===== config.mk =====
export PLATFORM = sky130hd
export DESIGN_NAME = fpc_flash_ctrl
export DESIGN_NICKNAME = d
export VERILOG_FILES = /design/src/fpc_pkg.sv /design/src/fpc_write_buffer.sv /design/src/fpc_flash_ctrl.sv
export SDC_FILE = /design/constraint.sdc
export NUM_CORES = 2
export LEC_CHECK = 0
export CAP_MARGIN = 40
export CORE_ASPECT_RATIO = 0.5
export CORE_MARGIN = 3
export CORE_UTILIZATION = 27
export DETAILED_ROUTE_END_ITERATION = 10
export DONT_BUFFER_PORTS = 1
export PLACE_DENSITY_LB_ADDON = 0.08
export SYNTH_ARGS = -nofsm -noshare
export SYNTH_HDL_FRONTEND = slang
export SYNTH_SLANG_ARGS = --single-unit

===== constraint.sdc =====
create_clock -name clock_i -period 11 [get_ports clock_i]
set_input_delay 1.65 -clock clock_i [delete_from_list [all_inputs] [get_ports clock_i]]
set_output_delay 1.65 -clock clock_i [all_outputs]
set_load 0.02 [all_outputs]

===== src/fpc_pkg.sv =====
// Purpose: Shared constants and types for the flash program, erase and protection controller.
// Assumes: 256 KB array, 32-bit words, 1 KB pages, 2 KB protection blocks.
// Notes:   Offsets, keys and command field positions used by the logic live here; prot_sel_i fields are decoded in fpc_flash_ctrl.
// Behaviour
// - Erase works on one 1-KB page and sets every bit of it to one.
// - Single program writes one 32-bit word and only clears bits.
// - A write buffer programs the loaded ones of 32 consecutive words in one operation.
// - Per 2-KB block, one read-enable and one program-enable bit, four 32-bit pairs.
// - Program-enable zero forbids program and erase of that block.
// - Read-enable zero allows only instruction fetches, no data reads.
// - A data read of a read-protected block answers with a bus fault.
// - Program or erase on protected block is refused and sets access flag.
// - All protection bits default to one, open access.
// - Protection bits only clear by software; commit makes it permanent.
// - Completion flag is set whenever a program or erase finishes.
// - Raw flags always visible; masked status is raw AND mask, drives interrupt.
// - Writing one to the clear port clears raw and masked flag; zero does nothing.
// - While an operation runs, flash access is blocked and fetches stall.
// - Keyed write command programs a word; write bit stays set until done.
// - Keyed erase command erases a page; erase bit stays set until done.
// - Software requests power-down and waits for the acknowledge before power loss.
// - Keyed mass-erase command erases the array; bit stays set until done.
// - Keyed buffered command writes the aligned 32-word buffer; bit held until done.
package fpc_pkg;
   localparam int ADDR_W     = 18;
   localparam int DATA_W     = 32;
   localparam int NUM_BLK    = 128;
   localparam int BLK_LSB    = 11;
   localparam int BLK_W      = 7;
   localparam int PROT_REGS  = 4;
   localparam int BUF_WORDS  = 32;
   localparam int BUF_IDX_W  = 5;
   localparam int WORD_LSB   = 2;
   localparam int KEY_LSB    = 16;
   localparam int KEY_W      = 16;
   localparam logic [15:0] WRITE_KEY = 16'ha442;
   localparam int BIT_WRITE  = 0;
   localparam int BIT_ERASE  = 1;
   localparam int BIT_MASS   = 2;
   localparam int BIT_COMMIT = 3;
   localparam int BIT_BUFWR  = 0;
   localparam int IRQ_PROG   = 0;
   localparam int IRQ_ACC    = 1;
   localparam logic [ADDR_W-1:0] WORD_MASK = 18'h00003;
   localparam logic [ADDR_W-1:0] PAGE_MASK = 18'h003ff;
   localparam logic [ADDR_W-1:0] BUF_MASK  = 18'h0007f;
   localparam logic [NUM_BLK-1:0] PROT_RESET = '1;
   typedef enum logic [1:0] {OP_PROG = 2'h0, OP_ERASE = 2'h1, OP_MASS = 2'h2} fpc_op_t;
   typedef enum logic [1:0] {ST_IDLE = 2'h0, ST_RUN = 2'h1, ST_SCAN = 2'h3} fpc_state_t;
endpackage


===== src/fpc_write_buffer.sv =====
// Purpose: 32-word write buffer with one valid bit per word.
// Assumes: Reset is the already synchronised copy.
// Notes:   A write in the same cycle as a clear keeps its valid bit.
`timescale 1ns/1ps
module fpc_write_buffer #(
   parameter int WORDS = 32,
   parameter int DW    = 32,
   parameter int IW    = 5
) (
   input  wire logic          clock_i,   // System clock.
   input  wire logic          rst_n_i,   // Synchronised reset, active low.
   input  wire logic          wr_i,      // Word write strobe.
   input  wire logic [IW-1:0] wr_idx_i,  // Word index written.
   input  wire logic [DW-1:0] wr_data_i, // Word data written.
   input  wire logic          clr_i,     // Clear all valid bits.
   input  wire logic [IW-1:0] rd_idx_i,  // Word index read.
   output logic [DW-1:0]      rd_data_o, // Word data read.
   output logic [WORDS-1:0]   valid_o    // Words written since last buffered write.
);
   logic [DW-1:0] mem [WORDS];

   always_ff @(posedge clock_i)
   begin
      if (wr_i)
      begin
         mem[wr_idx_i] <= wr_data_i;
      end
   end

   // Set wins over clear so a word loaded during completion is not lost.
   always_ff @(posedge clock_i or negedge rst_n_i)
   begin
      if (!rst_n_i)
      begin
         valid_o <= '0;
      end
      else
      begin
         valid_o <= (valid_o & ~{WORDS{clr_i}}) | (WORDS'(wr_i) << wr_idx_i);
      end
   end

   assign rd_data_o = mem[rd_idx_i];
endmodule // fpc_write_buffer


===== src/fpc_flash_ctrl.sv =====
// Purpose: Sequences keyed program, page erase, mass erase and buffered writes; checks protection.
// Assumes: Software-side ports are on clock_i; array signals completion with arr_done_i.
// Notes:   The array programs by clearing only the bits that are zero in arr_wdata_o.
`timescale 1ns/1ps
module fpc_flash_ctrl (
   input  wire logic                        clock_i,                 // 20 MHz system clock.
   input  wire logic                        rst_n_i,                 // Power-on reset, active low.
   input  wire logic                        command_reg_wr_i,        // Command word write strobe.
   input  wire logic [31:0]                 command_reg_data_i,      // Command word.
   input  wire logic                        buffered_command_reg_wr_i,   // Buffered command strobe.
   input  wire logic [31:0]                 buffered_command_reg_data_i, // Buffered command word.
   input  wire logic [17:0]                 target_address_reg_i,    // Target byte address.
   input  wire logic [31:0]                 source_data_reg_i,       // Word to program.
   input  wire logic                        wb_wr_i,                 // Buffer word write strobe.
   input  wire logic [4:0]                  wb_idx_i,                // Buffer word index.
   input  wire logic [31:0]                 wb_data_i,               // Buffer word data.
   input  wire logic                        prot_wr_i,               // Protection word write.
   input  wire logic [2:0]                  prot_sel_i,              // Bit 2: program set; 1:0 word.
   input  wire logic [31:0]                 prot_data_i,             // Zeros clear protection bits.
   input  wire logic [127:0]                nv_read_en_i,            // Committed read enables.
   input  wire logic [127:0]                nv_prog_en_i,            // Committed program enables.
   input  wire logic [1:0]                  irq_mask_reg_i,          // Interrupt mask bits.
   input  wire logic [1:0]                  masked_status_clear_reg_i, // Write-one-to-clear.
   input  wire logic                        power_down_request_i,    // Power-down request.
   input  wire logic                        rd_req_i,                // Flash read request.
   input  wire logic                        rd_fetch_i,              // Read is an instruction fetch.
   input  wire logic [17:0]                 rd_addr_i,               // Read byte address.
   input  wire logic                        arr_done_i,              // Array operation finished.
   output logic                             write_bit_o,             // Word program running.
   output logic                             erase_bit_o,             // Page erase running.
   output logic                             whole_array_erase_bit_o, // Mass erase running.
   output logic                             buffered_write_bit_o,    // Buffered write running.
   output logic [31:0]                      wb_valid_o,              // Buffer words loaded.
   output logic [127:0]                     block_read_enable_bits_o,    // Read enables.
   output logic [127:0]                     block_program_enable_bits_o, // Program enables.
   output logic                             nv_commit_o,             // Commit protection pulse.
   output logic [1:0]                       raw_irq_status_o,        // Raw flags.
   output logic [1:0]                       masked_irq_status_o,     // Masked flags.
   output logic                             irq_o,                   // Interrupt request.
   output logic                             power_down_acknowledge_o, // Power-down granted.
   output logic                             fetch_stall_o,           // Flash access held off.
   output logic                             rd_fault_o,              // Bus fault on read.
   output logic                             arr_req_o,               // Array operation request.
   output fpc_pkg::fpc_op_t                 arr_op_o,                // Array operation kind.
   output logic [17:0]                      arr_addr_o,              // Array byte address.
   output logic [31:0]                      arr_wdata_o              // Array program data.
);
   localparam int IW = fpc_pkg::BUF_IDX_W;

   function automatic logic prot_bit(input logic [fpc_pkg::NUM_BLK-1:0] v,
                                     input logic [fpc_pkg::ADDR_W-1:0]  a);
      prot_bit = v[a[fpc_pkg::BLK_LSB +: fpc_pkg::BLK_W]];
   endfunction

   function automatic logic key_ok(input logic [31:0] w);
      key_ok = (w[fpc_pkg::KEY_LSB +: fpc_pkg::KEY_W] == fpc_pkg::WRITE_KEY);
   endfunction

   logic [1:0]                 rst_sync;
   logic                       rst_n;
   fpc_pkg::fpc_state_t        state;
   logic [IW:0]                idx;
   logic [31:0]                buf_rd_data;
   logic                       nv_loaded;
   logic                       committed;
   logic                       idle;
   logic                       cmd_ok;
   logic                       buf_ok;
   logic                       go_w;
   logic                       go_e;
   logic                       go_m;
   logic                       go_b;
   logic                       go_c;
   logic                       viol;
   logic                       launch;
   logic                       finish;
   logic                       buf_clr;
   logic [fpc_pkg::ADDR_W-1:0] buf_base;
   logic [1:0]                 next_raw;

   always_ff @(posedge clock_i or negedge rst_n_i)
   begin
      if (!rst_n_i)
      begin
         rst_sync <= 2'h0;
      end
      else
      begin
         rst_sync <= {rst_sync[0], 1'b1};
      end
   end
   assign rst_n = rst_sync[1];

   assign idle   = (state == fpc_pkg::ST_IDLE);
   assign cmd_ok = command_reg_wr_i && key_ok(command_reg_data_i) && idle;
   assign buf_ok = buffered_command_reg_wr_i && key_ok(buffered_command_reg_data_i)
                   && idle;
   assign go_w = cmd_ok && command_reg_data_i[fpc_pkg::BIT_WRITE];
   assign go_e = cmd_ok && !go_w && command_reg_data_i[fpc_pkg::BIT_ERASE];
   assign go_m = cmd_ok && !go_w && !go_e && command_reg_data_i[fpc_pkg::BIT_MASS];
   assign go_c = cmd_ok && !go_w && !go_e && !go_m && command_reg_data_i[fpc_pkg::BIT_COMMIT];
   // The main command port wins when both are written with a valid key in one cycle.
   assign go_b = buf_ok && !cmd_ok && buffered_command_reg_data_i[fpc_pkg::BIT_BUFWR];

   // A mass erase cannot spare protected blocks, so any protected block refuses it.
   assign viol = ((go_w || go_e || go_b)
                  && !prot_bit(block_program_enable_bits_o, target_address_reg_i))
                 || (go_m && !(&block_program_enable_bits_o));
   assign launch   = (go_w || go_e || go_m || go_b) && !viol;
   assign finish   = ((state == fpc_pkg::ST_RUN) && arr_done_i && !buffered_write_bit_o)
                     || ((state == fpc_pkg::ST_SCAN) && idx[IW]);
   assign buf_clr  = (state == fpc_pkg::ST_SCAN) && idx[IW];
   assign buf_base = target_address_reg_i & ~fpc_pkg::BUF_MASK;

   fpc_write_buffer #(
      .WORDS (fpc_pkg::BUF_WORDS),
      .DW    (fpc_pkg::DATA_W),
      .IW    (IW)
   ) u_buf (
      .clock_i   (clock_i),
      .rst_n_i   (rst_n),
      .wr_i      (wb_wr_i),
      .wr_idx_i  (wb_idx_i),
      .wr_data_i (wb_data_i),
      .clr_i     (buf_clr),
      .rd_idx_i  (idx[IW-1:0]),
      .rd_data_o (buf_rd_data),
      .valid_o   (wb_valid_o)
   );

   // Operation sequencer and array request.
   always_ff @(posedge clock_i or negedge rst_n)
   begin
      if (!rst_n)
      begin
         state       <= fpc_pkg::ST_IDLE;
         idx         <= '0;
         arr_req_o   <= 1'b0;
         arr_op_o    <= fpc_pkg::OP_PROG;
         arr_addr_o  <= '0;
         arr_wdata_o <= '0;
      end
      else
      begin
         unique case (state)
            fpc_pkg::ST_IDLE:
            begin
               if (launch && go_b)
               begin
                  state <= fpc_pkg::ST_SCAN;
                  idx   <= '0;
               end
               else if (launch)
               begin
                  state       <= fpc_pkg::ST_RUN;
                  arr_req_o   <= 1'b1;
                  arr_wdata_o <= source_data_reg_i;
                  if (go_w)
                  begin
                     arr_op_o   <= fpc_pkg::OP_PROG;
                     arr_addr_o <= target_address_reg_i & ~fpc_pkg::WORD_MASK;
                  end
                  else if (go_e)
                  begin
                     arr_op_o   <= fpc_pkg::OP_ERASE;
                     arr_addr_o <= target_address_reg_i & ~fpc_pkg::PAGE_MASK;
                  end
                  else
                  begin
                     arr_op_o   <= fpc_pkg::OP_MASS;
                     arr_addr_o <= '0;
                  end
               end
            end
            fpc_pkg::ST_RUN:
            begin
               if (arr_done_i)
               begin
                  arr_req_o <= 1'b0;
                  if (buffered_write_bit_o)
                  begin
                     state <= fpc_pkg::ST_SCAN;
                     idx   <= idx + 1'b1;
                  end
                  else
                  begin
                     state <= fpc_pkg::ST_IDLE;
                  end
               end
            end
            fpc_pkg::ST_SCAN:
            begin
               // Only words loaded since the last buffered write are programmed.
               if (idx[IW])
               begin
                  state <= fpc_pkg::ST_IDLE;
               end
               else if (wb_valid_o[idx[IW-1:0]])
               begin
                  state       <= fpc_pkg::ST_RUN;
                  arr_req_o   <= 1'b1;
                  arr_op_o    <= fpc_pkg::OP_PROG;
                  arr_addr_o  <= buf_base
                                 | (fpc_pkg::ADDR_W'(idx[IW-1:0]) << fpc_pkg::WORD_LSB);
                  arr_wdata_o <= buf_rd_data;
               end
               else
               begin
                  idx <= idx + 1'b1;
               end
            end
            default:
            begin
               state <= fpc_pkg::ST_IDLE;
            end
         endcase
      end
   end

   // Command bits stay set from launch until the operation completes.
   always_ff @(posedge clock_i or negedge rst_n)
   begin
      if (!rst_n)
      begin
         write_bit_o             <= 1'b0;
         erase_bit_o             <= 1'b0;
         whole_array_erase_bit_o <= 1'b0;
         buffered_write_bit_o    <= 1'b0;
      end
      else if (launch)
      begin
         write_bit_o             <= go_w;
         erase_bit_o             <= go_e;
         whole_array_erase_bit_o <= go_m;
         buffered_write_bit_o    <= go_b;
      end
      else if (finish)
      begin
         write_bit_o             <= 1'b0;
         erase_bit_o             <= 1'b0;
         whole_array_erase_bit_o <= 1'b0;
         buffered_write_bit_o    <= 1'b0;
      end
   end

   // Committed values are loaded once, on the first edge after reset release.
   always_ff @(posedge clock_i or negedge rst_n)
   begin
      if (!rst_n)
      begin
         block_read_enable_bits_o    <= fpc_pkg::PROT_RESET;
         block_program_enable_bits_o <= fpc_pkg::PROT_RESET;
         nv_loaded                   <= 1'b0;
      end
      else if (!nv_loaded)
      begin
         block_read_enable_bits_o    <= nv_read_en_i;
         block_program_enable_bits_o <= nv_prog_en_i;
         nv_loaded                   <= 1'b1;
      end
      else if (prot_wr_i && prot_sel_i[2])
      begin
         block_program_enable_bits_o[{prot_sel_i[1:0], 5'h00} +: 32] <=
            block_program_enable_bits_o[{prot_sel_i[1:0], 5'h00} +: 32] & prot_data_i;
      end
      else if (prot_wr_i)
      begin
         block_read_enable_bits_o[{prot_sel_i[1:0], 5'h00} +: 32] <=
            block_read_enable_bits_o[{prot_sel_i[1:0], 5'h00} +: 32] & prot_data_i;
      end
   end

   // Protection can be committed once; a second commit is ignored.
   always_ff @(posedge clock_i or negedge rst_n)
   begin
      if (!rst_n)
      begin
         committed   <= 1'b0;
         nv_commit_o <= 1'b0;
      end
      else
      begin
         nv_commit_o <= go_c && !committed;
         committed   <= committed || go_c;
      end
   end

   // Set wins over a clear in the same cycle.
   always_comb
   begin
      next_raw = raw_irq_status_o & ~masked_status_clear_reg_i;
      next_raw[fpc_pkg::IRQ_PROG] = next_raw[fpc_pkg::IRQ_PROG] | finish;
      next_raw[fpc_pkg::IRQ_ACC]  = next_raw[fpc_pkg::IRQ_ACC] | viol;
   end

   always_ff @(posedge clock_i or negedge rst_n)
   begin
      if (!rst_n)
      begin
         raw_irq_status_o    <= 2'h0;
         masked_irq_status_o <= 2'h0;
         irq_o               <= 1'b0;
      end
      else
      begin
         raw_irq_status_o    <= next_raw;
         masked_irq_status_o <= next_raw & irq_mask_reg_i;
         irq_o               <= |(next_raw & irq_mask_reg_i);
      end
   end

   // Access path: stall while busy, fault on data reads of read-protected blocks.
   always_ff @(posedge clock_i or negedge rst_n)
   begin
      if (!rst_n)
      begin
         fetch_stall_o            <= 1'b0;
         rd_fault_o               <= 1'b0;
         power_down_acknowledge_o <= 1'b0;
      end
      else
      begin
         fetch_stall_o <= launch || (!idle && !finish);
         rd_fault_o    <= rd_req_i && !rd_fetch_i
                          && !prot_bit(block_read_enable_bits_o, rd_addr_i);
         // Granting only when idle keeps a running operation from being cut by power loss.
         power_down_acknowledge_o <= power_down_request_i && idle && !launch;
      end
   end
endmodule // fpc_flash_ctrl


==> results.json <==
{
  "grt_first_pass_wirelength_um": 312000,
  "ys.flop_type": "edfxtp_1",
  "start_kind": "input port",
  "worstSetupPathType": "in2reg",
  "grt_start_max_net_pins": 217,
  "maxCapViolations": 0,
  "layout_min_cycle_time_ns": 4.56,
  "core_sq_um": 222000,
  "drive_above_1_share": 0.297,
  "post_cts_resized": 0,
  "gr-max-usage-layer": "met2",
  "crit_path_max_incr_delay_ns": 0.52,
  "crit_fanout": 44,
  "maxSlewHeadroom": 0.205,
  "nFillCells": 21607,
  "vias": 34656,
  "grt_usage": 0.193,
  "ys_seq_elements": 1388,
  "finalClockSkew_ns": 0.0672,
  "clk_path_buf_depth": 4,
  "syn_inst": 3574,
  "dieArea_sq_um": 230000,
  "first_pass_iters": 6,
  "cts_tree": "yes",
  "outcome": "completed",
  "setup_tns_ns": 0,
  "finalCritPeriodShare": 0.415,
  "irDropWorstVdd_uv": 127,
  "hp-class": "reg2reg",
  "hold_buffers": 0,
  "hold_slack_ns": 0.355,
  "cts_made_buffers": 152,
  "dieHeight_um": 341,
  "p_leak_nw": 22.6,
  "met2_usage": 0.352,
  "vias_per_cell": 5.17,
  "critPathSlowestCell": "mux2i_1",
  "clock_sinks": 1388,
  "syn_area_sq_um": 60500,
  "initial_utilization": 0.273,
  "nets": 4082,
  "crit_arrival_ns": 5.23,
  "root_buffer": "clkbuf_16",
  "clkLatencyLatePin_ns": 0.81,
  "grt_antenna_before_repair": 41,
  "cts_setup_buffers": 0,
  "drt_iter0_markers": 2442,
  "cp-end-kind": "flop",
  "hold_viol": 0,
  "yosys_warnings": 0,
  "crit_start": "target_address_reg_i[12]",
  "seq_area_sq_um": 40200,
  "drc": 0,
  "io_buffers": 0,
  "path_clk_slew_ns": 0.06,
  "grt_setup_unrepaired": "no",
  "multi_input_area_sq_um": 19100,
  "cts_max_level": 4,
  "wl_per_cell_um": 33.9,
  "ys_types": 62,
  "setup-violations-final": 0,
  "place_congestion": 0.827,
  "met3_usage": 0.0393,
  "worstReg2RegStart": "idx[0]$_DFFE_PN0P_",
  "hold_start": "rst_sync[0]$_DFF_PN0_",
  "grt_overflow_total": 0,
  "cpMostUsedCell": "buf_4",
  "max_freq_ghz": 0.219,
  "ys_async_sr_fraction": 0.262,
  "max_slew.worst_pin.slew_ns": 1.19,
  "finalMaxSlewViolations": 0,
  "fp.dieW_um": 676,
  "ios": 828,
  "crit_chain": "mux4_2 -> mux2i_1 -> o211ai_1 -> and4_1 -> a311o_1 -> a31oi_1 -> buf_4 -> a211oi_4 -> buf_4 -> buf_16 -> mux2_1",
  "synth_edf_count": 1024,
  "synth.avg_cell_area_sq_um": 16.9,
  "yosysSeqAreaShare": 0.664,
  "place_hpwl_um": 147000,
  "grt_pass1_vias": 36597,
  "rows": 122,
  "antenna_left": 0,
  "areaGrowthSynthToFinish_pct": 15.8,
  "grtUsageMet1": 0.231,
  "power.density_nw_per_um2": 209,
  "wl_um": 227000,
  "required_ns": 11.66
}
==> cell families after synthesis <==
kind of cell,count (synthesis),share of synthesized area
DFF,1388,0.664
adders and majority gates,10,0.00207
other,2,0.000124
AOI/OAI and AO/OA,642,0.0702
buffers and inverters,400,0.0261
and+or+nand+nor,556,0.0464
muxes,576,0.191
==> critical path: cells and delay by family <==
| family | cells | cell delay, ns |
|---|---|---|
| AOI/OAI and AO/OA | 4 | 1.10 |
| buffers and inverters | 3 | 0.71 |
| muxes | 3 | 1.38 |
| and+or+nand+nor | 1 | 0.24 |
==> registers in the layout, indices dropped and copies added, names as in the netlist, 2 cells and up <==
name / count
u_buf.mem: 1024
block_program_enable_bits_o: 128
block_read_enable_bits_o: 128
arr_wdata_o: 32
u_buf.valid_o: 32
arr_addr_o: 16
idx: 6
arr_op_o: 2
masked_irq_status_o: 2
raw_irq_status_o: 2
rst_sync: 2
state: 2
==> layout make-up <==
| class | count | area share |
|---|---|---|
| clock buffers | 209 | 0.0602 |
| multi-input cells | 1788 | 0.273 |
| clock inverters | 53 | 0.00642 |
| inverters | 154 | 0.00824 |
| diodes | 21 | 0.000750 |
| repair buffers | 114 | 0.0248 |
| well taps | 2976 | 0.0531 |
| flip-flops and latches | 1388 | 0.573 |
==> cell usage after synthesis (all sizes together) (3+ instances only) <==
| master | count | share of area |
|---|---|---|
| buf | 69 | 0.0056 |
| inv | 154 | 0.0095 |
| nand4 | 37 | 0.0038 |
| mux2i | 70 | 0.012 |
| and2 | 34 | 0.0035 |
| a221o | 4 | 0.00066 |
| nor4b | 4 | 0.00058 |
| nand3 | 17 | 0.0014 |
| a21oi | 200 | 0.017 |
| a21boi | 3 | 0.00037 |
| or3b | 3 | 0.00043 |
| nand2b | 7 | 0.00072 |
| ha | 10 | 0.0021 |
| clkbuf | 177 | 0.011 |
| o221ai | 128 | 0.019 |
| mux2 | 45 | 0.0084 |
| nor4 | 10 | 0.0010 |
| nand2 | 169 | 0.010 |
| o21ai | 110 | 0.0091 |
| edfxtp | 1024 | 0.51 |
| dfstp | 256 | 0.11 |
| nor2 | 112 | 0.0069 |
| mux4 | 461 | 0.17 |
| and4 | 4 | 0.00058 |
| dfrtp | 108 | 0.045 |
| a211oi | 6 | 0.00095 |
| nand3b | 9 | 0.0011 |
| nor2b | 135 | 0.014 |
| o21a | 130 | 0.016 |
| a22o | 5 | 0.00072 |
| a21o | 35 | 0.0043 |
==> worst paths after layout <==
kind                                               endpoint  depth (start not counted)  slack [ns]
worst min register to register        rst_sync[1]$_DFF_PN0_                          0        0.36
max in group asynchronous       arr_wdata_o[16]$_DFFE_PN0P_                          3        8.49
worst max register to register  arr_wdata_o[17]$_DFFE_PN0P_                         11        6.45
worst max-delay path            arr_wdata_o[17]$_DFFE_PN0P_                         11        6.44
min in group asynchronous             rst_sync[0]$_DFF_PN0_                          0        0.57
worst min-delay path                  rst_sync[1]$_DFF_PN0_                          0        0.36
==> power by group <==
| group | internal [mW] | switching, mW | leakage (nW) |
|---|---|---|---|
| Combinational | 1.57 | 1.48 | 7.11 |
| Sequential | 5.96 | 0.656 | 13.2 |
| Clock | 2.86 | 2.14 | 2.30 |
==> metrics by stage <==
step / power, mW / std cells / utilization / worst slack, ns / instance area (sq um)
6_report: 14.7 / 6703 / 0.316 / 6.44 / 70100
5_1_grt: 15.3 / 6695 / 0.316 / 6.13 / 70100
4_1_cts: 15.0 / 6681 / 0.315 / 6.35 / 70000
3_5_place_dp: 9.90 / 6419 / 0.294 / 5.63 / 65400
2_1_floorplan: 8.74 / 3576 / - / 0.551 / 60500
3_3_place_gp: 9.80 / 6370 / 0.289 / 5.18 / 64200
==> layer usage <==
layer	part of all wire	wire length, um	vias up
li1	-	-	14318
met1	0.39	89000	18937
met2	0.53	120000	1008
met3	0.054	12200	371
met4	0.028	6360	22
met5	0.00067	152	-
==> placed cells by master (no fill, tap or decap), types with 17 or more instances in the layout <==
cell / instances
a21o_1: 35
a21oi_1: 200
and2_1: 34
buf_16: 34
buf_4: 61
clkbuf_1: 40
clkbuf_16: 155
clkinv_1: 21
clkinv_2: 21
dfrtp_1: 101
dfstp_2: 256
diode_2: 21
edfxtp_1: 1024
inv_1: 154
mux2_1: 37
mux2i_1: 70
mux4_2: 461
nand2_1: 164
nand3_1: 17
nand4_1: 37
nor2_1: 79
nor2_4: 33
nor2b_1: 135
o21a_1: 130
o21ai_0: 110
o221ai_1: 128
(Power assumes the default switching activity.)
